**config.mk**
```make
export PLATFORM = sky130hd
export DESIGN_NAME = async_serial_transceiver
export DESIGN_NICKNAME = d
export VERILOG_FILES = /design/src/rtl/uart_pkg.sv /design/src/rtl/async_serial_transceiver.sv /design/src/rtl/bit_rate_timer.sv
export VERILOG_INCLUDE_DIRS = /design/src /design/src/rtl
export SDC_FILE = /design/constraint.sdc
export NUM_CORES = 1
export LEC_CHECK = 0
export BUFFER_PORTS_ARGS = -buffer_cell sky130_fd_sc_hd__buf_2
export CAP_MARGIN = 20
export CORE_ASPECT_RATIO = 0.75
export CORE_MARGIN = 2
export CORE_UTILIZATION = 45
export DETAILED_ROUTE_END_ITERATION = 10
export GPL_ROUTABILITY_DRIVEN = 0
export PLACE_DENSITY = 0.73
export SLEW_MARGIN = 5
export SYNTH_ARGS = -nofsm -noshare
export SYNTH_HDL_FRONTEND = slang
export SYNTH_SLANG_ARGS = --single-unit
export TNS_END_PERCENT = 5
```
**constraint.sdc**
```tcl
create_clock -name core_clk -period 3.1 [get_ports core_clk]
set_input_delay 0.155 -clock core_clk [delete_from_list [all_inputs] [get_ports core_clk]]
set_output_delay 0.155 -clock core_clk [all_outputs]
set_load 0.05 [all_outputs]
```
**src/rtl/uart_cfg.svh**
```systemverilog
// register offsets, field positions, reset values and timing counts of the serial block
`ifndef UART_CFG_SVH
`define UART_CFG_SVH

// ----------------------------------------------------------------
// register byte offsets
// ----------------------------------------------------------------
`define REG_CTRL 8'h00
`define REG_FLAG 8'h04
`define REG_MODE 8'h08
`define REG_FRAME 8'h0C
`define REG_DATA 8'h10
`define REG_DIV 8'h14

// ----------------------------------------------------------------
// field positions
// ----------------------------------------------------------------
`define CTRL_TX_ENABLE 0
`define CTRL_TX_TRIGGER 1
`define CTRL_RX_ENABLE 2
`define CTRL_RX_ACK 3
`define FLAG_TX_DONE 0
`define FLAG_RX_DONE 1
`define FLAG_RX_ERROR 2
`define FLAG_OVERRUN 4
`define FLAG_PARITY 5
`define FLAG_FRAMING 6
`define MODE_LOW 1
`define MODE_HIGH 2
`define MODE_PARITY_ODD 5
`define MODE_PARITY_ON 6
`define FRAME_BIT_ORDER 0
`define FRAME_STOP_LEN 1

// ----------------------------------------------------------------
// timing and reset values
// ----------------------------------------------------------------
`define CLK_HZ 25000000
`define BAUD_DEFAULT 115200
`define DIV_RESET (`CLK_HZ / `BAUD_DEFAULT)
`define RESP_OKAY 2'h0
`define RESP_SLVERR 2'h2

`endif

```
**src/rtl/uart_pkg.sv**
```systemverilog
// types shared by the serial transceiver files
`default_nettype none

package uart_pkg;

	typedef enum logic [2:0] {TX_IDLE, TX_WAIT, TX_START, TX_DATA, TX_PAR, TX_STOP} tx_state_t;
	typedef enum logic [2:0] {RX_IDLE, RX_START, RX_DATA, RX_PAR, RX_STOP} rx_state_t;

	typedef struct packed {
		logic parityOn;
		logic parityOdd;
		logic modeHigh;
		logic modeLow;
		logic stopTwo;
		logic msbFirst;
	} frame_cfg_t;

	typedef struct packed {
		logic framingErr;
		logic parityErr;
		logic overrunErr;
		logic rxErr;
		logic rxDone;
		logic txDone;
	} flags_t;

endpackage

`default_nettype wire

```
**src/rtl/async_serial_transceiver.sv**
```systemverilog
// full-duplex asynchronous serial transceiver with an AXI4-Lite register slave
// What this block does
// - writing transmit enable 0 resets the transmitter and holds it off
// - writing transmit enable 1 lets the transmitter accept triggers
// - in 7-bit mode the top data bit is ignored, seven bits sent
// - transmit trigger starts shift clock; low start bit on a clock edge
// - data bits then leave one per shift clock edge
// - after data and parity a high stop bit, line stays high
// - a finished frame sets the transmit done flag
// - receive enable 0 stops reception and clears the three error flags
// - receive enable 1 makes the receiver watch for a start bit
// - a low start bit starts the shift clock; bits sampled mid-bit afterwards
// - a low stop bit sets framing error and receive error flags
// - frame end moves data to the buffer and sets done unless overrun
// - with parity on, a mismatch sets parity error and receive error
// - parity counts data ones plus parity bit: even or odd total
// - errored words still reach the buffer and reception continues
// - a frame ending before acknowledge sets overrun and receive error
// - acknowledge in the same cycle as a transfer counts as overrun
// - error flags clear on a write of 1, writing 0 leaves them
// - one start bit; stop length select 1 gives two stops, 0 one
// - parity appended and checked automatically; polarity 1 odd, 0 even
// - mode low 0 high 1 is 7-bit, low 1 high 1 is 8-bit
// - bit order select sends and receives from bit 0 or the top data bit (7, or 6 in 7-bit mode)
`include "uart_cfg.svh"
`default_nettype none

module async_serial_transceiver
	import uart_pkg::*;
(
	input wire logic core_clk,
	input wire logic arst_n,
	input wire logic ce,
	input wire logic [7:0] s_axi_awaddr,
	input wire logic s_axi_awvalid,
	output logic s_axi_awready,
	input wire logic [31:0] s_axi_wdata,
	input wire logic [3:0] s_axi_wstrb,
	input wire logic s_axi_wvalid,
	output logic s_axi_wready,
	output logic [1:0] s_axi_bresp,
	output logic s_axi_bvalid,
	input wire logic s_axi_bready,
	input wire logic [7:0] s_axi_araddr,
	input wire logic s_axi_arvalid,
	output logic s_axi_arready,
	output logic [31:0] s_axi_rdata,
	output logic [1:0] s_axi_rresp,
	output logic s_axi_rvalid,
	input wire logic s_axi_rready,
	input wire logic serial_in_pin,
	output logic serial_out_pin
);

	// ----------------------------------------------------------------
	// declarations
	// ----------------------------------------------------------------
	logic awHeld_r, wHeld_r;
	logic [7:0] awAddr_r;
	logic [31:0] wData_r;
	logic [3:0] wStrb_r;
	logic [1:0] bresp_r, rresp_r;
	logic bvalid_r, rvalid_r;
	logic [31:0] rdata_r;
	logic txEnR, rxEnR;
	frame_cfg_t cfg_r;
	logic [7:0] txData_r, rxBuf_r;
	logic [15:0] divisor_r;
	flags_t flags_r, flagSet, flagClr, flags_nxt;
	tx_state_t txState;
	rx_state_t rxState;
	logic [7:0] txShift_r, rxShift_r;
	logic [3:0] txCnt_r, rxCnt_r;
	logic txStop2_r, rxParBit_r, bufFull_r, serialOut_r;
	logic txTick, rxTick;

	// ----------------------------------------------------------------
	// bus decode
	// ----------------------------------------------------------------
	wire wrFire = ce && awHeld_r && wHeld_r && !bvalid_r;
	wire [7:0] wrByte = wData_r[7:0];
	wire wrLow = wrFire && wStrb_r[0];
	wire wrCtrl = wrLow && (awAddr_r == `REG_CTRL);
	wire wrFlag = wrLow && (awAddr_r == `REG_FLAG);
	wire wrMode = wrLow && (awAddr_r == `REG_MODE);
	wire wrFrame = wrLow && (awAddr_r == `REG_FRAME);
	wire wrData = wrLow && (awAddr_r == `REG_DATA);
	wire wrDiv = wrFire && (awAddr_r == `REG_DIV);
	wire wrHit = (awAddr_r == `REG_CTRL) || (awAddr_r == `REG_FLAG) ||
		(awAddr_r == `REG_MODE) || (awAddr_r == `REG_FRAME) ||
		(awAddr_r == `REG_DATA) || (awAddr_r == `REG_DIV);
	wire txTrigWr = wrCtrl && wrByte[`CTRL_TX_TRIGGER];
	wire rxAckWr = wrCtrl && wrByte[`CTRL_RX_ACK];
	wire rdFire = s_axi_arvalid && s_axi_arready;

	// ----------------------------------------------------------------
	// frame format
	// ----------------------------------------------------------------
	// synchronous modes are not built: only mode high = 1 runs a frame
	wire asyncMode = cfg_r.modeHigh;
	wire [3:0] nBits = cfg_r.modeLow ? 4'h8 : 4'h7;
	wire [2:0] lastIdx = cfg_r.modeLow ? 3'h7 : 3'h6;
	wire [7:0] txMasked = {cfg_r.modeLow & txData_r[7], txData_r[6:0]};
	wire [2:0] txIdx = cfg_r.msbFirst ? lastIdx - txCnt_r[2:0] : txCnt_r[2:0];
	wire [2:0] rxIdx = cfg_r.msbFirst ? lastIdx - rxCnt_r[2:0] : rxCnt_r[2:0];
	wire txParity = (^txShift_r) ^ cfg_r.parityOdd;
	wire txRun = (txState != TX_IDLE);
	wire rxRun = (rxState != RX_IDLE);
	wire txGo = txTrigWr && txEnR && !txRun && asyncMode;
	wire txFinish = (txState == TX_STOP) && txTick && !(cfg_r.stopTwo && !txStop2_r);
	// a frame cut by disable must not set error flags that disable clears
	wire frameEnd = rxEnR && (rxState == RX_STOP) && rxTick;
	wire ovrNow = bufFull_r || rxAckWr;
	wire parBad = cfg_r.parityOn && (((^rxShift_r) ^ rxParBit_r) != cfg_r.parityOdd);
	wire frmBad = !serial_in_pin;

	// ----------------------------------------------------------------
	// bus handshakes and read mux
	// ----------------------------------------------------------------
	assign s_axi_awready = ce && !awHeld_r;
	assign s_axi_wready = ce && !wHeld_r;
	assign s_axi_arready = ce && !rvalid_r;
	assign s_axi_bvalid = bvalid_r;
	assign s_axi_bresp = bresp_r;
	assign s_axi_rvalid = rvalid_r;
	assign s_axi_rdata = rdata_r;
	assign s_axi_rresp = rresp_r;
	assign serial_out_pin = serialOut_r;

	wire [7:0] ctrlRd = {4'h0, rxRun, rxEnR, txRun, txEnR};
	wire [7:0] flagRd = {1'b0, flags_r.framingErr, flags_r.parityErr, flags_r.overrunErr,
		1'b0, flags_r.rxErr, flags_r.rxDone, flags_r.txDone};
	wire [7:0] modeRd = {1'b0, cfg_r.parityOn, cfg_r.parityOdd, 2'b00,
		cfg_r.modeHigh, cfg_r.modeLow, 1'b0};
	wire [7:0] frameRd = {6'h00, cfg_r.stopTwo, cfg_r.msbFirst};
	wire rdHit = (s_axi_araddr == `REG_CTRL) || (s_axi_araddr == `REG_FLAG) ||
		(s_axi_araddr == `REG_MODE) || (s_axi_araddr == `REG_FRAME) ||
		(s_axi_araddr == `REG_DATA) || (s_axi_araddr == `REG_DIV);
	wire [31:0] rdMux =
		(s_axi_araddr == `REG_CTRL) ? {24'h000000, ctrlRd} :
		(s_axi_araddr == `REG_FLAG) ? {24'h000000, flagRd} :
		(s_axi_araddr == `REG_MODE) ? {24'h000000, modeRd} :
		(s_axi_araddr == `REG_FRAME) ? {24'h000000, frameRd} :
		(s_axi_araddr == `REG_DATA) ? {24'h000000, rxBuf_r} :
		(s_axi_araddr == `REG_DIV) ? {16'h0000, divisor_r} : 32'h00000000;

	always_ff @(posedge core_clk or negedge arst_n) begin
		if (!arst_n) begin
			awHeld_r <= 1'b0;
			wHeld_r <= 1'b0;
			awAddr_r <= 8'h00;
			wData_r <= 32'h00000000;
			wStrb_r <= 4'h0;
			bvalid_r <= 1'b0;
			bresp_r <= `RESP_OKAY;
		end else if (ce) begin
			if (s_axi_awvalid && s_axi_awready) begin
				awHeld_r <= 1'b1;
				awAddr_r <= s_axi_awaddr;
			end else if (wrFire) begin
				awHeld_r <= 1'b0;
			end
			if (s_axi_wvalid && s_axi_wready) begin
				wHeld_r <= 1'b1;
				wData_r <= s_axi_wdata;
				wStrb_r <= s_axi_wstrb;
			end else if (wrFire) begin
				wHeld_r <= 1'b0;
			end
			if (wrFire) begin
				bvalid_r <= 1'b1;
				bresp_r <= wrHit ? `RESP_OKAY : `RESP_SLVERR;
			end else if (s_axi_bready) begin
				bvalid_r <= 1'b0;
			end
		end
	end

	always_ff @(posedge core_clk or negedge arst_n) begin
		if (!arst_n) begin
			rvalid_r <= 1'b0;
			rdata_r <= 32'h00000000;
			rresp_r <= `RESP_OKAY;
		end else if (ce) begin
			if (rdFire) begin
				rvalid_r <= 1'b1;
				rdata_r <= rdMux;
				rresp_r <= rdHit ? `RESP_OKAY : `RESP_SLVERR;
			end else if (s_axi_rready) begin
				rvalid_r <= 1'b0;
			end
		end
	end

	// ----------------------------------------------------------------
	// software registers
	// ----------------------------------------------------------------
	always_ff @(posedge core_clk or negedge arst_n) begin
		if (!arst_n) begin
			txEnR <= 1'b0;
			rxEnR <= 1'b0;
			cfg_r <= '0;
			txData_r <= 8'h00;
			divisor_r <= 16'(`DIV_RESET);
		end else if (ce) begin
			if (wrCtrl) begin
				txEnR <= wrByte[`CTRL_TX_ENABLE];
				rxEnR <= wrByte[`CTRL_RX_ENABLE];
			end
			if (wrMode) begin
				cfg_r.modeLow <= wrByte[`MODE_LOW];
				cfg_r.modeHigh <= wrByte[`MODE_HIGH];
				cfg_r.parityOdd <= wrByte[`MODE_PARITY_ODD];
				cfg_r.parityOn <= wrByte[`MODE_PARITY_ON];
			end
			if (wrFrame) begin
				cfg_r.msbFirst <= wrByte[`FRAME_BIT_ORDER];
				cfg_r.stopTwo <= wrByte[`FRAME_STOP_LEN];
			end
			if (wrData) begin
				txData_r <= wrByte;
			end
			if (wrDiv && wStrb_r[0]) begin
				divisor_r[7:0] <= wData_r[7:0];
			end
			if (wrDiv && wStrb_r[1]) begin
				divisor_r[15:8] <= wData_r[15:8];
			end
		end
	end

	// ----------------------------------------------------------------
	// event flags: a set in the clearing cycle wins
	// ----------------------------------------------------------------
	assign flagSet.txDone = txFinish;
	assign flagSet.rxDone = frameEnd && !ovrNow;
	assign flagSet.overrunErr = frameEnd && ovrNow;
	assign flagSet.parityErr = frameEnd && parBad;
	assign flagSet.framingErr = frameEnd && frmBad;
	assign flagSet.rxErr = frameEnd && (ovrNow || parBad || frmBad);
	assign flagClr.txDone = wrFlag && wrByte[`FLAG_TX_DONE];
	assign flagClr.rxDone = wrFlag && wrByte[`FLAG_RX_DONE];
	assign flagClr.rxErr = wrFlag && wrByte[`FLAG_RX_ERROR];
	// disabled receiver also wipes the three error flags
	assign flagClr.overrunErr = (wrFlag && wrByte[`FLAG_OVERRUN]) || !rxEnR;
	assign flagClr.parityErr = (wrFlag && wrByte[`FLAG_PARITY]) || !rxEnR;
	assign flagClr.framingErr = (wrFlag && wrByte[`FLAG_FRAMING]) || !rxEnR;
	assign flags_nxt = flagSet | (flags_r & ~flagClr);

	always_ff @(posedge core_clk or negedge arst_n) begin
		if (!arst_n) begin
			flags_r <= '0;
		end else if (ce) begin
			flags_r <= flags_nxt;
		end
	end

	// ----------------------------------------------------------------
	// shift clocks
	// ----------------------------------------------------------------
	bit_rate_timer txTimer (
		.core_clk(core_clk),
		.arst_n(arst_n),
		.ce(ce),
		.run(txRun),
		.halfFirst(1'b0),
		.divisor(divisor_r),
		.tick(txTick)
	);

	bit_rate_timer rxTimer (
		.core_clk(core_clk),
		.arst_n(arst_n),
		.ce(ce),
		.run(rxRun),
		.halfFirst(1'b1),
		.divisor(divisor_r),
		.tick(rxTick)
	);

	// ----------------------------------------------------------------
	// transmitter
	// ----------------------------------------------------------------
	always_ff @(posedge core_clk or negedge arst_n) begin
		if (!arst_n) begin
			txState <= TX_IDLE;
			serialOut_r <= 1'b1;
			txShift_r <= 8'h00;
			txCnt_r <= 4'h0;
			txStop2_r <= 1'b0;
		end else if (ce) begin
			if (!txEnR) begin
				txState <= TX_IDLE;
				serialOut_r <= 1'b1;
			end else begin
				case (txState)
					TX_IDLE: if (txGo) begin
						txState <= TX_WAIT;
						txShift_r <= txMasked;
						txCnt_r <= 4'h0;
						txStop2_r <= 1'b0;
					end
					TX_WAIT: if (txTick) begin
						serialOut_r <= 1'b0;
						txState <= TX_START;
					end
					TX_START: if (txTick) begin
						serialOut_r <= txShift_r[txIdx];
						txCnt_r <= 4'h1;
						txState <= TX_DATA;
					end
					TX_DATA: if (txTick) begin
						if (txCnt_r == nBits) begin
							serialOut_r <= cfg_r.parityOn ? txParity : 1'b1;
							txState <= cfg_r.parityOn ? TX_PAR : TX_STOP;
						end else begin
							serialOut_r <= txShift_r[txIdx];
							txCnt_r <= txCnt_r + 4'h1;
						end
					end
					TX_PAR: if (txTick) begin
						serialOut_r <= 1'b1;
						txState <= TX_STOP;
					end
					TX_STOP: if (txTick) begin
						txStop2_r <= 1'b1;
						if (txFinish) begin
							txState <= TX_IDLE;
						end
					end
					default: txState <= TX_IDLE;
				endcase
			end
		end
	end

	// ----------------------------------------------------------------
	// receiver
	// ----------------------------------------------------------------
	always_ff @(posedge core_clk or negedge arst_n) begin
		if (!arst_n) begin
			rxState <= RX_IDLE;
			rxShift_r <= 8'h00;
			rxCnt_r <= 4'h0;
			rxParBit_r <= 1'b0;
		end else if (ce) begin
			if (!rxEnR) begin
				rxState <= RX_IDLE;
			end else begin
				case (rxState)
					RX_IDLE: if (asyncMode && !serial_in_pin) begin
						rxState <= RX_START;
						rxShift_r <= 8'h00;
						rxCnt_r <= 4'h0;
					end
					// a start bit gone high by mid-bit is a glitch, not a frame
					RX_START: if (rxTick) begin
						rxState <= serial_in_pin ? RX_IDLE : RX_DATA;
					end
					RX_DATA: if (rxTick) begin
						rxShift_r[rxIdx] <= serial_in_pin;
						rxCnt_r <= rxCnt_r + 4'h1;
						if (rxCnt_r == nBits - 4'h1) begin
							rxState <= cfg_r.parityOn ? RX_PAR : RX_STOP;
						end
					end
					RX_PAR: if (rxTick) begin
						rxParBit_r <= serial_in_pin;
						rxState <= RX_STOP;
					end
					RX_STOP: if (rxTick) begin
						rxState <= RX_IDLE;
					end
					default: rxState <= RX_IDLE;
				endcase
			end
		end
	end

	// the buffer is written even on error so software sees what arrived
	always_ff @(posedge core_clk or negedge arst_n) begin
		if (!arst_n) begin
			rxBuf_r <= 8'h00;
			bufFull_r <= 1'b0;
		end else if (ce) begin
			if (frameEnd) begin
				rxBuf_r <= rxShift_r;
				bufFull_r <= 1'b1;
			end else if (rxAckWr || !rxEnR) begin
				bufFull_r <= 1'b0;
			end
		end
	end

	// ----------------------------------------------------------------
	// checks
	// ----------------------------------------------------------------
	a_tx_disable: assert property (@(posedge core_clk) disable iff (!arst_n)
		(ce && !txEnR) |=> (txState == TX_IDLE) && serial_out_pin)
		else $error("transmitter not held idle while disabled");
	a_tx_start_low: assert property (@(posedge core_clk) disable iff (!arst_n)
		(txEnR && txState == TX_WAIT && txTick) |=> !serial_out_pin && txState == TX_START)
		else $error("start bit not driven low on shift tick");
	a_tx_idle_high: assert property (@(posedge core_clk) disable iff (!arst_n)
		(txState == TX_IDLE || txState == TX_STOP || txState == TX_WAIT) |-> serial_out_pin)
		else $error("line not high outside data bits");
	a_tx_done_flag: assert property (@(posedge core_clk) disable iff (!arst_n)
		(txEnR && txFinish) |=> flags_r.txDone && !txRun)
		else $error("transmit done not flagged at frame end");
	a_rx_dis_clear: assert property (@(posedge core_clk) disable iff (!arst_n)
		(ce && !rxEnR) |=> !flags_r.parityErr && !flags_r.overrunErr && !flags_r.framingErr)
		else $error("error flags survive receive disable");
	a_rx_overrun: assert property (@(posedge core_clk) disable iff (!arst_n)
		(frameEnd && (bufFull_r || rxAckWr)) |=>
		flags_r.overrunErr && flags_r.rxErr && (!flags_r.rxDone || $past(flags_r.rxDone)))
		else $error("overrun not flagged or done wrongly set");
	a_rx_done: assert property (@(posedge core_clk) disable iff (!arst_n)
		(frameEnd && !bufFull_r && !rxAckWr) |=> flags_r.rxDone && rxBuf_r == $past(rxShift_r))
		else $error("clean frame not delivered");
	a_rx_framing: assert property (@(posedge core_clk) disable iff (!arst_n)
		(frameEnd && !serial_in_pin) |=> flags_r.framingErr && flags_r.rxErr)
		else $error("low stop bit not flagged");
	a_err_w1c: assert property (@(posedge core_clk) disable iff (!arst_n)
		(wrFlag && wrByte[`FLAG_PARITY] && !frameEnd) |=> !flags_r.parityErr)
		else $error("parity error flag not cleared by write of one");

endmodule

`default_nettype wire

```
**src/rtl/bit_rate_timer.sv**
```systemverilog
// shift clock generator: one tick per bit period while running
`default_nettype none

module bit_rate_timer
	import uart_pkg::*;
(
	input wire logic core_clk,
	input wire logic arst_n,
	input wire logic ce,
	input wire logic run,
	input wire logic halfFirst,
	input wire logic [15:0] divisor,
	output logic tick
);

	logic [15:0] count_r;
	logic [15:0] reload;
	logic [15:0] firstLoad;

	// a zero divisor would stall the frame, so it acts as one
	assign reload = (divisor == 16'h0000) ? 16'h0001 : divisor;
	// receiver starts half a bit late so it samples mid-bit
	assign firstLoad = !halfFirst ? reload :
		(reload[15:1] == 15'h0000) ? 16'h0001 : {1'b0, reload[15:1]};
	assign tick = ce && run && (count_r <= 16'h0001);

	always_ff @(posedge core_clk or negedge arst_n) begin
		if (!arst_n) begin
			count_r <= 16'h0001;
		end else if (ce) begin
			if (!run) begin
				count_r <= firstLoad;
			end else if (count_r <= 16'h0001) begin
				count_r <= reload;
			end else begin
				count_r <= count_r - 16'h0001;
			end
		end
	end

endmodule

`default_nettype wire

```
==> impl_metrics.csv <==
group,metric,value,unit
status,run_status,"finished, final reports clean",
routing,drt_iter0_drc,729,
setup_path,data_arrival_time_at_the_worst_slack_endpoint,3.02,ns
timing,timing.final.hold_violations,0,
hold_path,min_delay_worst_type,"in -> reg",
timing,post-route-period-util,0.876,
timing,worst_hold_slack,0.0527,ns
synth,synthXorXnorAreaFrac,0.0327,
clock_tree,clk_transition_reported_paths,0.06,ns
clock_tree,max-clock-path-buffers,2,
synth,postSynthCellCount,872,
setup_path,endpoint_kind,"flop",
clock_tree,root_buffer,"clkbuf_16",
floorplan,fp.dieArea,20200,um^2
synth,avgSynthCellArea,9.83,um^2
setup_path,criticalPathCategory,"reg -> reg",
routing,via_per_inst,5.81,
synth,compound_gate_fraction_of_synth_area,0.134,
synth,synth.mux.area_fraction,0.117,
floorplan,die_y,124,um
layout,layout-drive-gt1-share,0.210,
synth,largest_family_of_logic_cells_by_synthesized_area,"simple AND/OR/NAND/NOR gates",
job,maxcap_violations,0,
placed_design,dp.final_hpwl,15.5,mm
global_route,grt_pass1_vias,6650,
layout,multiInputGateArea,4270,um^2
floorplan,fp.coreArea,18600,um^2
layout,postLayoutCellArea,9970,um^2
clock_tree,cts_buffers,17,
timing,fin_skew,0.00996,ns
synth,synth_edf_count,0,
global_route,grt.overflow.total,0,
setup_path,worstPathRequired,3.41,ns
global_route,global_route_wire_length_before_repair,36.2,mm
timing,number_of_setup_violations_in_the_final_report,0,
routing,via_count,7111,
synth,postSynthRegisterBits,160,
floorplan,floorplan.rows,43,
global_route,grt_antenna_before_repair,0,
layout,finalNetCount,1035,
placed_design,placed_cell_area,9110,um^2
synth,synth_simple_gate_area_frac,0.191,
synth,ys_seq_area_frac,0.468,
floorplan,floorplan.initialDensity,0.462,
layout,area_delta_synth_final,16.4,%
global_route,gr-usage-all-layers,0.233,
floorplan,chipWidth,163,um
timing,worstMarginPinSlew,0.945,ns
timing,relSlewSlack,0.369,
timing,setup_repair_after_global_routing_missed_its_margin,"false",
timing,finalCriticalPeriod,2.71,ns
synth,dominantRegCellSynth,"dfrtp_1",
setup_path,critical_path_peak_fanout,9,
synth,synth.cell_area,8570,um^2
synth,synthDistinctLibCells,71,
floorplan,ios,103,
power_and_ir_drop,power.static_leakage,4.56,nW
synth,post_synthesis_share_of_cell_area_spent_on_full_adders_half_adders_and_majority_gates,0.0146,
synth,yosys_warnings,0,
layout,antenna_cells,0,
timing,max_clock_freq,368,MHz
routing,drt_drc_violations_left,0,
timing,report.final.slew_viol_count,0,
timing,tns_setup,0,ns
routing,drtPass1Iterations,5,
routing,finalWirelength,22.5,mm
placed_design,io_buffer_count,66,
global_route,grt_max_degree,78,
clock_tree,tritoncts,"built",
layout,n_fill_cell,1633,
clock_tree,clkSinkCount,160,
clock_tree,cts.htree.levels,4,
clock_tree,worstSkewPairLatency,0.43,ns
synth,synth-async-reset-ratio,1.00,
power_and_ir_drop,cellPowerDensity,653,nW/um^2
power_and_ir_drop,peakVddDrop,0.000335,V
layout,final_core_utilization,0.537,
routing,postRouteAntennaNets,0,
setup_path,crit_start_category,"flop",
power_and_ir_drop,finalPower,6.51,mW
routing,wire_per_inst,18.4,um
layout,register_area,4010,um^2
## metrics by stage
step	worst slack (ns)	cells
finish	0.385	1224
global route	0.236	1224
CTS	0.455	1223
detailed placement	0.498	1163
global placement	0.520	1163
floorplan	0.763	889
## registers in the layout (all words and copies together), names as in the netlist, 3 cells and up
name and flops:
divisor_r 16, awAddr_r 8, rxShift_r 8, txTimer.count_r 16, flagRd 6, cfg_r 5, txShift_r 8, rxBuf_r 8
rxTimer.count_r 16, txCnt_r 4, txState 3, rxState 3, txData_r 8, rxCnt_r 4, s_axi_rdata 16, wData_r 16
## placed cells by master (no fill, tap or decap), drive strengths merged, types with 7 or more instances in the layout
| cell type | Yosys | routed |
|---|---|---|
| nor4 | 18 | 18 |
| or3 | 10 | 10 |
| a22o | 13 | 13 |
| o211ai | 15 | 15 |
| nor3 | 24 | 24 |
| nand2b | 7 | 7 |
| a21oi | 35 | 35 |
| mux2 | 69 | 69 |
| dfrtp | 152 | 152 |
| a31oi | 14 | 14 |
| inv | 14 | 16 |
| nor2 | 53 | 53 |
| clkbuf | 30 | 22 |
| conb | 1 | 18 |
| or4 | 7 | 7 |
| dfstp | 8 | 8 |
| nor3b | 7 | 7 |
| ha | 10 | 10 |
| buf | 24 | 83 |
| nand4 | 13 | 13 |
| nand3 | 31 | 31 |
| mux2i | 20 | 20 |
| o21ai | 61 | 61 |
| xnor2 | 23 | 23 |
| xor2 | 9 | 9 |
| dlygate4sd3 | 0 | 28 |
| nand2 | 126 | 126 |
## path summary, 6_finish.rpt
kind / start / to / slack, ns / cells past startpoint
worst max-delay path: s_axi_bvalid / txShift_r[3] / 0.39 / 5
worst min-delay path: serial_in_pin / flagRd[6] / 0.05 / 2
worst max register to register: s_axi_bvalid / txShift_r[3] / 0.39 / 5
worst min register to register: s_axi_rdata[0] / s_axi_rdata[0] / 0.48 / 2
max in group asynchronous: arst_n / txTimer.count_r[0] / 2.03 / 3
min in group asynchronous: arst_n / txData_r[5] / 0.25 / 2
## where the power goes
part	total, mW	internal, mW	switching, mW
sequential	2.95	2.46	0.488
combinational	1.52	0.636	0.887
clock	2.04	1.16	0.882
## cell usage after synthesis, types with 10 or more instances
cell type / instances / area (um^2)
a21oi_1: 35 / 175
inv_1: 14 / 52.6
xnor2_1: 23 / 201
nand4_1: 12 / 75.1
a22o_1: 13 / 114
o211ai_1: 15 / 113
mux2i_1: 20 / 200
mux2_2: 69 / 777
nor2_1: 53 / 199
nand2_1: 126 / 473
clkbuf_1: 30 / 113
a31oi_1: 14 / 87.6
buf_4: 19 / 143
nor3_1: 23 / 115
nor4_1: 16 / 100
nand3_1: 31 / 155
dfrtp_1: 152 / 3800
ha_1: 10 / 125
o21ai_0: 59 / 295
## per-layer routing
layer  track usage  part of all wire  vias to the layer above
met4        0.0769             0.023                        0
met2         0.339              0.43                      302
met5             0                 0                        -
li1              -                 -                     3321
met1         0.339              0.46                     3448
met3        0.0580             0.086                       40
## worst max-delay path, stage by stage, from the launching register on
cell	delay [ns]
dfrtp_1	0.40
nand4b_1	0.47
nor4_1	0.77
nand4_1	0.39
buf_4	0.29
mux2_2	0.28
## cell type report
class                      count  share of cell area
clock buffer                  22              0.0465
clock inverter                10              0.0103
inverter                      15             0.00565
multi-input combinational    659               0.428
sequential                   160               0.403
tap                          247              0.0310
timing repair buffer         111              0.0763
## what timing repair did
action	in CTS	in global routing
buffers inserted	0	0
hold buffers	28	0
gates resized for setup	0	0
endpoints found under the hold margin	79	0
## cells by family (layout without fill, tap and decap cells)
family | after synthesis | count (layout)
other | 1 | 18
XOR/XNOR | 32 | 32
flip-flops | 160 | 160
adder cells (fa/ha/maj) | 10 | 10
AND/OR/NAND/NOR | 327 | 327
AO/OA/AOI/OAI | 182 | 182
buffers and inverters | 70 | 158
multiplexers | 90 | 90
Note: power is estimated with default switching activity, not from simulation.
